File: src/design/aspi_pkg.sv
// constants and shared types for the serial port block
// Function
// - idle level high NRZ, low infra-red
// - frame start, data, parity, stop bits
// - eight-byte tx queue, empty irq rearms
// - tx half when fewer than four
// - tx avail while a free slot
// - cts high holds next character
// - break request forces continuous zeros
// - transmitter shifts on bit clock
// - infra-red zero is 3/16 pulse in 16x, whole bit in 1x
// - 16x hunt, qualify, centre majority vote
// - 1x samples on bit clock rise
// - shift data, parity, stop; flag errors
// - word read returns status and byte
// - rts hardware-driven or software bit
// - rx full when one slot left
// - rx half once four entered
// - rx ready when any character held
// - infra-red rx decodes pulse as zero
// - prescaler then power-of-two divider, source select
// - taps 1..128, divide by 16
// - irq is OR of six masked sources
// - enable low gates internal activity
// - odd when set, even when clear
// - two stop bits when set
// - seven-bit mode drops bit seven
// - direction disable flushes its queue
package aspi_pkg;
	localparam int DEPTH = 8;
	localparam int PTR_W = 3;
	localparam logic [3:0] CNT_FULL = 4'h8;
	localparam logic [3:0] CNT_HALF = 4'h4;
	localparam logic [3:0] CNT_RXFULL = 4'h7;
	localparam logic [2:0] ADDR_CTRL = 3'h0;
	localparam logic [2:0] ADDR_BAUD = 3'h1;
	localparam logic [2:0] ADDR_RX = 3'h2;
	localparam logic [2:0] ADDR_TX = 3'h3;
	localparam logic [2:0] ADDR_MISC = 3'h4;
	localparam logic [15:0] CTRL_RST = 16'h0000;
	localparam logic [15:0] BAUD_RST = 16'h003F;
	localparam logic [15:0] MISC_RST = 16'h0000;
	// control register fields
	localparam int C_EN = 15;
	localparam int C_RXEN = 14;
	localparam int C_TXEN = 13;
	localparam int C_1X = 12;
	localparam int C_PAR = 11;
	localparam int C_ODD = 10;
	localparam int C_STOP2 = 9;
	localparam int C_8BIT = 8;
	// baud register fields
	localparam int B_SRC = 11;
	localparam int B_DIV_HI = 10;
	localparam int B_DIV_LO = 8;
	localparam int B_PRE_HI = 5;
	localparam int B_PRE_LO = 0;
	// misc register fields
	localparam int M_BREAK = 0;
	localparam int M_NOCTS = 1;
	localparam int M_RTSSW = 2;
	localparam int M_RTSBIT = 3;
	localparam int M_IRDA = 4;
	localparam logic [3:0] OS_LAST = 4'hF;
	localparam logic [3:0] OS_MID = 4'h7;
	localparam logic [3:0] IR_PULSE = 4'h3;
	typedef enum logic [1:0] {TX_IDLE, TX_SHIFT} aspi_tx_t;
	typedef enum logic [1:0] {RX_HUNT, RX_START, RX_BITS} aspi_rx_t;
endpackage

File: src/design/aspi_fifo.sv
// eight-entry W-bit queue in flip-flops
`timescale 1ns/1ps
module aspi_fifo
	import aspi_pkg::*;
#(
	parameter int W = 8
) (
	input wire logic mclk,
	input wire logic rst_n,
	input wire logic flush,
	input wire logic push,
	input wire logic [W-1:0] wdata,
	input wire logic pop,
	output logic [W-1:0] rdata,
	output logic [3:0] count
);
	logic [W-1:0] mem_q [DEPTH];
	logic [W-1:0] mem_d [DEPTH];
	logic [PTR_W-1:0] wp_q, wp_d, rp_q, rp_d;
	logic [3:0] cnt_q, cnt_d;
	logic do_push, do_pop;

	always_comb begin
		do_push = push && (cnt_q != CNT_FULL);
		do_pop = pop && (cnt_q != 4'h0);
		wp_d = wp_q;
		rp_d = rp_q;
		cnt_d = cnt_q;
		for (int i = 0; i < DEPTH; i++) begin
			mem_d[i] = mem_q[i];
		end
		if (flush) begin
			wp_d = '0;
			rp_d = '0;
			cnt_d = 4'h0;
		end else begin
			if (do_push) begin
				mem_d[wp_q] = wdata;
				wp_d = wp_q + 3'h1;
			end
			if (do_pop) begin
				rp_d = rp_q + 3'h1;
			end
			cnt_d = cnt_q + {3'h0, do_push} - {3'h0, do_pop};
		end
	end

	always_ff @(posedge mclk) begin
		if (!rst_n) begin
			wp_q <= '0;
			rp_q <= '0;
			cnt_q <= 4'h0;
		end else begin
			wp_q <= wp_d;
			rp_q <= rp_d;
			cnt_q <= cnt_d;
		end
		for (int i = 0; i < DEPTH; i++) begin
			mem_q[i] <= mem_d[i];
		end
	end

	assign rdata = mem_q[rp_q];
	assign count = cnt_q;

	a_fifo_bound: assert property (@(posedge mclk) disable iff (!rst_n) cnt_q <= CNT_FULL)
		else $error("queue count above depth");
endmodule

File: src/design/aspi_top.sv
// serial port with queues, flow control, infra-red mode and baud generator
//
// Our own choices: the address-and-strobe port and the placing of the registers.
`timescale 1ns/1ps
module aspi_top
	import aspi_pkg::*;
(
	input wire logic mclk,
	input wire logic rst_n,
	input wire logic [2:0] addr,
	input wire logic [15:0] wdata,
	input wire logic wr,
	input wire logic rd,
	output logic [15:0] rdata,
	output logic txd,
	input wire logic rxd,
	input wire logic cts_n,
	output logic rts_n,
	input wire logic gpio_in,
	output logic irq
);
	// pin synchronisers
	logic [1:0] rxd_s_q, cts_s_q, gpio_s_q;
	logic rxd_i, cts_i, gpio_last_q;
	always_ff @(posedge mclk) begin
		if (!rst_n) begin
			rxd_s_q <= 2'h3;
			cts_s_q <= 2'h3;
			gpio_s_q <= 2'h0;
			gpio_last_q <= 1'b0;
		end else begin
			rxd_s_q <= {rxd_s_q[0], rxd};
			cts_s_q <= {cts_s_q[0], cts_n};
			gpio_s_q <= {gpio_s_q[0], gpio_in};
			gpio_last_q <= gpio_s_q[1];
		end
	end
	assign cts_i = cts_s_q[1];

	// registers
	logic [15:0] ctrl_q, ctrl_d, baud_q, baud_d, misc_q, misc_d, rdata_q, rdata_d;
	logic en, rxen, txen, irda;
	assign en = ctrl_q[C_EN];
	assign rxen = en && ctrl_q[C_RXEN];
	assign txen = en && ctrl_q[C_TXEN];
	assign irda = misc_q[M_IRDA];
	assign rxd_i = irda ? ~rxd_s_q[1] : rxd_s_q[1];

	// baud generator: prescaler then 2^n divider
	logic [5:0] pre_q, pre_d;
	logic [7:0] div_q, div_d;
	logic [3:0] sub_q, sub_d;
	logic src_tick, pre_tick, os_tick, bit_tick, os_mode;
	logic [7:0] div_next;
	always_comb begin
		src_tick = baud_q[B_SRC] ? (gpio_s_q[1] && !gpio_last_q) : 1'b1;
		pre_tick = src_tick && (pre_q == 6'h0);
		pre_d = pre_q;
		div_d = div_q;
		sub_d = sub_q;
		div_next = div_q + 8'h01;
		os_tick = 1'b0;
		if (!en) begin
			pre_d = 6'h0;
			div_d = 8'h00;
			sub_d = 4'h0;
		end else if (src_tick) begin
			pre_d = pre_tick ? baud_q[B_PRE_HI:B_PRE_LO] : pre_q - 6'h01;
			if (pre_tick) begin
				div_d = div_next;
				// tap 2^n fires each time the low n counter bits wrap to zero
				os_tick = (div_next & ((8'h01 << baud_q[B_DIV_HI:B_DIV_LO]) - 8'h01)) == 8'h00;
			end
		end
		if (os_tick) begin
			sub_d = sub_q + 4'h1;
		end
		os_mode = ctrl_q[C_1X];
		bit_tick = os_tick && (os_mode || (sub_q == OS_LAST));
	end
	always_ff @(posedge mclk) begin
		if (!rst_n) begin
			pre_q <= 6'h0;
			div_q <= 8'h00;
			sub_q <= 4'h0;
		end else begin
			pre_q <= pre_d;
			div_q <= div_d;
			sub_q <= sub_d;
		end
	end

	// queues
	logic tx_push, tx_pop, rx_push, rx_pop;
	logic [7:0] tx_head, rx_byte;
	logic [11:0] rx_head, rx_word;
	logic [3:0] tx_cnt, rx_cnt;
	aspi_fifo #(.W(8)) u_txq (.mclk(mclk), .rst_n(rst_n), .flush(!txen), .push(tx_push),
		.wdata(wdata[7:0]), .pop(tx_pop), .rdata(tx_head), .count(tx_cnt));
	aspi_fifo #(.W(12)) u_rxq (.mclk(mclk), .rst_n(rst_n), .flush(!rxen), .push(rx_push),
		.wdata(rx_word), .pop(rx_pop), .rdata(rx_head), .count(rx_cnt));

	// transmitter
	aspi_tx_t tx_st_q, tx_st_d;
	logic [11:0] tx_sh_q, tx_sh_d;
	logic [3:0] tx_left_q, tx_left_d, tx_ph_q, tx_ph_d;
	logic txd_q, txd_d, tx_par;
	logic [7:0] tx_data;
	always_comb begin
		tx_st_d = tx_st_q;
		tx_sh_d = tx_sh_q;
		tx_left_d = tx_left_q;
		tx_ph_d = tx_ph_q;
		tx_pop = 1'b0;
		tx_data = {tx_head[7] & ctrl_q[C_8BIT], tx_head[6:0]};
		tx_par = (^tx_data) ^ ctrl_q[C_ODD];
		if (os_tick) begin
			tx_ph_d = tx_ph_q + 4'h1;
		end
		unique case (tx_st_q)
			TX_IDLE: begin
				// cts only gates a new character, never one in flight
				if (bit_tick && txen && tx_cnt != 4'h0 && (!cts_i || misc_q[M_NOCTS])) begin
					tx_pop = 1'b1;
					tx_ph_d = 4'h0;
					tx_st_d = TX_SHIFT;
					// lsb first: start, data, parity, stops; ones fill the tail
					if (ctrl_q[C_8BIT]) begin
						tx_sh_d = ctrl_q[C_PAR] ? {2'h3, tx_par, tx_data, 1'b0} : {3'h7, tx_data, 1'b0};
					end else begin
						tx_sh_d = ctrl_q[C_PAR] ? {3'h7, tx_par, tx_data[6:0], 1'b0} : {4'hF, tx_data[6:0], 1'b0};
					end
					tx_left_d = 4'h9 + {3'h0, ctrl_q[C_8BIT]} + {3'h0, ctrl_q[C_PAR]} + {3'h0, ctrl_q[C_STOP2]};
				end
			end
			TX_SHIFT: begin
				if (bit_tick) begin
					tx_ph_d = 4'h0;
					tx_sh_d = {1'b1, tx_sh_q[11:1]};
					tx_left_d = tx_left_q - 4'h1;
					if (tx_left_q == 4'h1) begin
						tx_st_d = TX_IDLE;
					end
				end
			end
		endcase
		if (!txen) begin
			tx_st_d = TX_IDLE;
		end
		if (misc_q[M_BREAK]) begin
			txd_d = irda;
		end else if (tx_st_q == TX_IDLE) begin
			txd_d = !irda;
		end else if (irda) begin
			txd_d = !tx_sh_q[0] && (tx_ph_q < IR_PULSE);
		end else begin
			txd_d = tx_sh_q[0];
		end
	end
	always_ff @(posedge mclk) begin
		if (!rst_n) begin
			tx_st_q <= TX_IDLE;
			tx_sh_q <= 12'hFFF;
			tx_left_q <= 4'h0;
			tx_ph_q <= 4'h0;
			txd_q <= 1'b1;
		end else begin
			tx_st_q <= tx_st_d;
			tx_sh_q <= tx_sh_d;
			tx_left_q <= tx_left_d;
			tx_ph_q <= tx_ph_d;
			txd_q <= txd_d;
		end
	end

	// receiver
	aspi_rx_t rx_st_q, rx_st_d;
	logic [3:0] rx_os_q, rx_os_d, rx_n_q, rx_n_d;
	logic [2:0] vote_q, vote_d;
	logic [8:0] rx_sh_q, rx_sh_d;
	logic ir_seen_q, ir_seen_d, samp, rx_last_q;
	logic [3:0] rx_bits;
	logic perr, ferr, brk;
	logic [8:0] rx_al;
	always_comb begin
		rx_st_d = rx_st_q;
		rx_os_d = rx_os_q;
		rx_n_d = rx_n_q;
		vote_d = vote_q;
		rx_sh_d = rx_sh_q;
		ir_seen_d = ir_seen_q | (irda & rxd_i == 1'b0);
		rx_push = 1'b0;
		rx_bits = 4'h8 + {3'h0, ctrl_q[C_PAR]} - {3'h0, !ctrl_q[C_8BIT]};
		// majority of three samples around the bit centre
		samp = (vote_q[0] & vote_q[1]) | (vote_q[0] & vote_q[2]) | (vote_q[1] & vote_q[2]);
		if (irda) begin
			samp = !ir_seen_q;
		end
		if (ctrl_q[C_1X]) begin
			samp = irda ? !ir_seen_q : rxd_i;
		end
		// shorter frames stop higher in the shifter: bring data down to bit 0, parity above it
		rx_al = rx_sh_q >> (4'h9 - rx_bits);
		perr = ctrl_q[C_PAR] && ((^rx_al) ^ ctrl_q[C_ODD]);
		ferr = !samp;
		brk = ferr && (rx_sh_q == 9'h000);
		rx_word = {perr & !brk, ferr, brk, 1'b0,
			(ctrl_q[C_8BIT] ? rx_al[7] : 1'b0), rx_al[6:0]};
		if (os_tick) begin
			rx_os_d = rx_os_q + 4'h1;
			if (rx_os_q >= OS_MID - 4'h1 && rx_os_q <= OS_MID + 4'h1) begin
				vote_d = {vote_q[1:0], rxd_i};
			end
		end
		unique case (rx_st_q)
			RX_HUNT: begin
				rx_os_d = 4'h0;
				rx_sh_d = 9'h000;
				ir_seen_d = 1'b0;
				if (rxen && (ctrl_q[C_1X] ? bit_tick && !rxd_i : os_tick && !rxd_i)) begin
					rx_st_d = ctrl_q[C_1X] ? RX_BITS : RX_START;
					rx_n_d = 4'h0;
				end
			end
			RX_START: begin
				if (os_tick && rx_os_q == OS_LAST) begin
					rx_st_d = samp ? RX_HUNT : RX_BITS; // false start rejected
					ir_seen_d = 1'b0;
				end
			end
			RX_BITS: begin
				if (ctrl_q[C_1X] ? bit_tick : (os_tick && rx_os_q == OS_LAST)) begin
					ir_seen_d = 1'b0;
					if (rx_n_q == rx_bits) begin
						rx_push = 1'b1;
						rx_st_d = RX_HUNT;
					end else begin
						rx_sh_d = {samp, rx_sh_q[8:1]};
						rx_n_d = rx_n_q + 4'h1;
					end
				end
			end
			default: rx_st_d = RX_HUNT;
		endcase
		if (!rxen) begin
			rx_st_d = RX_HUNT;
		end
	end
	always_ff @(posedge mclk) begin
		if (!rst_n) begin
			rx_st_q <= RX_HUNT;
			rx_os_q <= 4'h0;
			rx_n_q <= 4'h0;
			vote_q <= 3'h7;
			rx_sh_q <= 9'h000;
			ir_seen_q <= 1'b0;
		end else begin
			rx_st_q <= rx_st_d;
			rx_os_q <= rx_os_d;
			rx_n_q <= rx_n_d;
			vote_q <= vote_d;
			rx_sh_q <= rx_sh_d;
			ir_seen_q <= ir_seen_d;
		end
	end

	// register port and interrupt sources
	logic tx_empty_arm_q, tx_empty_arm_d, rts_d, rts_q, irq_d, irq_q, rx_half_d;
	logic [7:0] src;
	always_comb begin
		ctrl_d = ctrl_q;
		baud_d = baud_q;
		misc_d = misc_q;
		tx_push = wr && addr == ADDR_TX && txen;
		rx_pop = rd && addr == ADDR_RX;
		if (wr) begin
			unique case (addr)
				ADDR_CTRL: ctrl_d = wdata;
				ADDR_BAUD: baud_d = wdata;
				ADDR_MISC: misc_d = wdata;
				default: ;
			endcase
		end
		rx_half_d = rx_cnt >= CNT_HALF;
		// empty fires once, then waits until the queue refills and drains
		tx_empty_arm_d = tx_empty_arm_q;
		if (tx_cnt != 4'h0) begin
			tx_empty_arm_d = 1'b1;
		end else if (tx_empty_arm_q && tx_push == 1'b0) begin
			tx_empty_arm_d = tx_empty_arm_q;
		end
		src[0] = tx_cnt != CNT_FULL;
		src[1] = tx_cnt < CNT_HALF;
		src[2] = tx_cnt == 4'h0 && tx_empty_arm_q;
		src[3] = rx_cnt != 4'h0;
		src[4] = rx_half_d;
		src[5] = rx_cnt >= CNT_RXFULL;
		src[6] = 1'b0;
		src[7] = 1'b0;
		irq_d = en && |(src & ctrl_q[7:0]);
		rts_d = misc_q[M_RTSSW] ? misc_q[M_RTSBIT] : !(rxen && rx_cnt < CNT_RXFULL);
		unique case (addr)
			ADDR_CTRL: rdata_d = ctrl_q;
			ADDR_BAUD: rdata_d = {baud_q[15], gpio_s_q[1], baud_q[13:0]};
			ADDR_RX: rdata_d = {rx_cnt != 4'h0, rx_cnt >= CNT_RXFULL, rx_half_d, rx_head[11:8], 1'b0, rx_head[7:0]};
			ADDR_TX: rdata_d = {tx_cnt == 4'h0, tx_cnt < CNT_HALF, tx_cnt != CNT_FULL, 4'h0, cts_i, 8'h00};
			ADDR_MISC: rdata_d = misc_q;
			default: rdata_d = 16'h0000;
		endcase
		if (!rd) begin
			rdata_d = 16'h0000;
		end
	end
	always_ff @(posedge mclk) begin
		if (!rst_n) begin
			ctrl_q <= CTRL_RST;
			baud_q <= BAUD_RST;
			misc_q <= MISC_RST;
			rdata_q <= 16'h0000;
			tx_empty_arm_q <= 1'b1;
			rts_q <= 1'b1;
			irq_q <= 1'b0;
		end else begin
			ctrl_q <= ctrl_d;
			baud_q <= baud_d;
			misc_q <= misc_d;
			rdata_q <= rdata_d;
			tx_empty_arm_q <= (tx_cnt == 4'h0 && !tx_push) ? 1'b0 : tx_empty_arm_d;
			rts_q <= rts_d;
			irq_q <= irq_d;
		end
	end
	assign rdata = rdata_q;
	assign txd = txd_q;
	assign rts_n = rts_q;
	assign irq = irq_q;

	a_idle_level: assert property (@(posedge mclk) disable iff (!rst_n)
		$past(tx_st_q == TX_IDLE && !misc_q[M_BREAK]) |-> txd == !$past(irda))
		else $error("idle level wrong");
	a_break_zero: assert property (@(posedge mclk) disable iff (!rst_n)
		$past(misc_q[M_BREAK]) |-> txd == $past(irda))
		else $error("break not driven");
	a_cts_hold: assert property (@(posedge mclk) disable iff (!rst_n)
		(tx_st_q == TX_IDLE && cts_i && !misc_q[M_NOCTS]) |=> tx_st_q == TX_IDLE)
		else $error("character started with cts high");
	a_tx_avail: assert property (@(posedge mclk) disable iff (!rst_n)
		src[0] == (tx_cnt < CNT_FULL))
		else $error("avail flag wrong");
	a_rx_full: assert property (@(posedge mclk) disable iff (!rst_n)
		(rx_cnt == 4'h7) |-> src[5])
		else $error("rx full missing");
	a_irq_or: assert property (@(posedge mclk) disable iff (!rst_n)
		irq == $past(en && |(src & ctrl_q[7:0])))
		else $error("irq not or of sources");
	a_flush_tx: assert property (@(posedge mclk) disable iff (!rst_n)
		$past(!txen) |-> tx_cnt == 4'h0)
		else $error("tx queue not flushed");
	a_gate_off: assert property (@(posedge mclk) disable iff (!rst_n)
		!en |-> !os_tick)
		else $error("ticks while disabled");
endmodule

File: config.mk
export PLATFORM = sky130hd
export DESIGN_NAME = aspi_top
export DESIGN_NICKNAME = d
export VERILOG_FILES = /design/src/design/aspi_pkg.sv /design/src/design/aspi_fifo.sv /design/src/design/aspi_top.sv
export SDC_FILE = /design/constraint.sdc
export NUM_CORES = 1
export LEC_CHECK = 0
export BUFFER_PORTS_ARGS = -buffer_cell sky130_fd_sc_hd__buf_2
export CORE_MARGIN = 5
export CORE_UTILIZATION = 50
export CTS_BUF_LIST = sky130_fd_sc_hd__clkbuf_4 sky130_fd_sc_hd__clkbuf_8
export DETAILED_ROUTE_END_ITERATION = 8
export PLACE_DENSITY = 0.78
export RECOVER_POWER = 100
export REMOVE_ABC_BUFFERS = 1
export SYNTH_ARGS = -nofsm -noshare
export SYNTH_HDL_FRONTEND = slang
export SYNTH_SLANG_ARGS = --single-unit
File: constraint.sdc
create_clock -name mclk -period 4.2 [get_ports mclk]
set_input_delay 0 -clock mclk [delete_from_list [all_inputs] [get_ports mclk]]
set_output_delay 0 -clock mclk [all_outputs]
set_load 0.01 [all_outputs]
==> impl_results.md <==
- Clk_lat worst skew: 570 ps
- Post-route DRC: 0
- Die X: 175 um
- CP Capture Type: flip-flop
- Setup ws final: 368 ps
- Skew final: 28.1 ps
- Final instance area: 15300 sq um
- Total gr overflow: 0
- Final Total Pwr: 6.13 mW
- CP required: 4390 ps
- Final Non-Filler Cells: 1643
- Leakage power total: 5.27 nW
- R2R Path Start: baud_q[8]
- Via count: 9495
- Reg clk slew, reported paths: 60 ps
- Total wire length: 31200 um
- Critical path peak fanout: 11
- Endpoints failing setup: 0
- Fin crit share: 91.2%
- Diode count: 0
- Synth warn: 0
- Pin count of the biggest net entering global routing: 54
- Gpl congestion: 0.933
- First-pass GRT wire length: 50100 um
- Placed cells: 1530
- Row Count: 60
- Worst vdd ir: 0.230 mV
- Clock tree buffer depth: 3
- # fillers: 2184
- Min-delay src: rd
- Layout cells sized above 1: 12.6%
- Starting density of the core: 50.8%
- Crit path cell chain: or3_1 -> ha_1 -> xor2_1 -> o2bb2a_1 -> a21oi_1 -> nor4_4 -> buf_4 -> nand4_4 -> or3_1 -> nor4b_2 -> clkbuf_1
- PostCTS Resize Cnt: 0
- DRT iter0 DRCs: 999
- Number of global-route vias before repair: 9321
- Worst Max-Slew Pin Slew: 1900 ps
- GRT Util Overall: 20.4%
- Post-CTS Setup Bufs: 0
- Largest stage delay, worst path: 530 ps
- Vias per cell: 5.78
- Main synth FF type: dfxtp_1
- Min Tclk post-route: 3830 ps
- CP startpoint kind: flip-flop
- CP delay by family, top: simple AND/OR/NAND/NOR gates
- Hold-fix buffers, CTS: 24
- WP data arrival: 4020 ps
- Post-DRT Antenna Nets: 0
- Failing checks: max-capacitance violations, max-slew violations
- Core box area: 26900 sq um
- WP depth: 11
- Synth Register Bits: 311
- Critical Path Source: baud_q[8]
- Nets: 1324
- Buffers plus inverters on the worst setup path: 2
- Clk root buf: clkbuf_8
- CTS H-Tree Depth: 2
- Dpl ws: 628 ps
- Fin. Hold Viols: 0
- Multi-input logic area: 5420 sq um
- Number of synthesized flops with an enable pin: 152
- Critical path type: reg -> reg
- Area Overhead vs Synth: 12.5%
- Dpl hpwl: 20900 um
- Worst Reg-to-Reg Cells: 11
- Number of CTS-inserted buffers: 49
- Clk sinks: 311
- Wire per inst: 19.0 um
- Worst Hold Depth: 4
- RSZ-0062 raised after global routing: no
- CP dominant cell by count: or3_1
- Area after DPL: 14100 sq um
- Seq/Total Area, Yosys: 56.8%
- Mapped Avg Cell Area: 11.4 sq um
- Power density cells: 399 nW/um^2
- Unique masters post-synth: 74
- Status: finished with violations
- Syn Std Cell Area: 13600 sq um
- Top Ports: 45
- Max-Cap Viols: 1
- Slew headroom: -26.6%
- Utilization after layout: 57.1%
- Die Footprint: 30700 sq um
- Pins Over Slew Limit: 36
- Storage element area: 7750 sq um
- # port buffers: 44
- Hold crit path type: in -> reg
- TritonCTS clock tree: built
- Setup TNS: 0 ps
- FMAX: 261 MHz
- Chip Height: 175 um
- Worst path slowest cell: clkbuf_1
- Initial antenna violation count: 0
- Synth Instances: 1194
- Ys async rst share: 0%
- Hold slack: 41.8 ps
- Drt first pass iters: 5
==> synthesized netlist by cell type, types with 8 or more instances <==
cell type | number | area [sq um]
nand2_1 | 172 | 646
dfxtp_1 | 159 | 3180
edfxtp_1 | 152 | 4560
nor2_1 | 96 | 360
a21oi_1 | 92 | 460
mux2i_1 | 65 | 651
clkbuf_1 | 47 | 176
inv_1 | 40 | 150
mux4_2 | 40 | 901
ha_1 | 32 | 400
o21ai_0 | 29 | 145
xor2_1 | 25 | 219
nand3_1 | 24 | 120
xnor2_1 | 21 | 184
nor3_1 | 17 | 85.1
nand2b_1 | 14 | 87.6
a31oi_1 | 12 | 75.1
and3_1 | 11 | 68.8
nand4_1 | 11 | 68.8
a211oi_1 | 8 | 60.1
a22o_1 | 8 | 70.1
buf_1 | 8 | 30.0
buf_2 | 8 | 40.0
==> cells in the final DEF, fill, tap and decap left out, types with 4 or more instances in the layout <==
cell type,Yosys,layout
clkbuf_8,0,53
edfxtp_1,152,152
mux2i_1,65,65
nand4_1,11,12
a21oi_1,92,92
or3_1,7,10
buf_2,8,15
clkbuf_4,0,18
inv_1,40,40
o211ai_1,4,4
clkinv_1,0,6
nor3b_1,4,4
nand3_1,24,25
nor4_1,6,6
nor2_1,96,96
ha_1,32,32
a211oi_1,8,8
xor2_1,25,25
nand2b_1,14,14
dfxtp_1,159,159
clkinv_2,0,5
bufinv_16,0,4
nor3_1,17,17
and3_1,11,11
buf_4,3,11
a22o_1,8,8
xnor2_1,21,21
a31oi_1,12,12
clkbuf_1,47,37
dlygate4sd3_1,0,24
and2_0,0,4
nand2_1,172,172
mux4_2,40,40
nor2b_1,7,7
o21ai_0,29,31
==> layer usage <==
layer  vias up  track usage, %  wire, um
li1       4445               -         -
met4         0            6.02       778
met2       398            32.8     14600
met3        56            3.85      2560
met1      4596            28.3     13200
met5         -               0         0
==> where the power goes <==
| part | switching (mW) | internal [mW] | leakage [nW] | total (mW) |
|---|---|---|---|---|
| sequential | 0.0145 | 3.18 | 2.66 | 3.20 |
| combinational | 0.134 | 0.0688 | 2.05 | 0.203 |
| clock | 1.15 | 1.57 | 0.559 | 2.73 |
| total | 1.30 | 4.83 | 5.27 | 6.13 |
==> sequential cells by signal (all words and copies together), names as in the netlist, 6 cells and up, named ones only <==
name / flops
u_rxq.mem_q: 88
u_txq.mem_q: 64
ctrl_q: 16
misc_q: 16
rdata: 16
baud_q: 15
tx_sh_q: 10
rx_sh_q: 9
div_q: 7
pre_q: 6
==> layout make-up <==
cell class                 count  share of cell area, %
multi-input combinational    773                   35.3
tap                          341                   2.78
clock buffer                  71                   5.63
inverter                      42                   1.03
sequential                   311                   50.5
clock inverter                18                   1.26
timing repair buffer          87                   3.50
==> cells by family (layout without fill, tap and decap cells) <==
| group | Yosys count | count (layout) | synth area share, % |
|---|---|---|---|
| xor+xnor | 47 | 47 | 3.12 |
| fa+ha+maj | 34 | 34 | 3.23 |
| compound gates | 184 | 184 | 8.02 |
| simple gates | 400 | 400 | 13.9 |
| buf+inv | 110 | 218 | 3.29 |
| mux | 108 | 108 | 11.6 |
| flops | 311 | 311 | 56.8 |
==> tightest hold or removal path, cell delays in order <==
cell     delay, ps
buf_2          120
and3_1         210
mux2i_1        170
nor2_1          60
==> final timing paths <==
path | endpoint | slack (ps)
setup reg to reg | u_rxq.mem_q[4][7] | 370
hold / removal | flip-flop | 40
setup / recovery | u_rxq.mem_q[4][7] | 370
hold reg to reg | cts_s_q[1] | 410
Power figures use the tool's default switching activity.
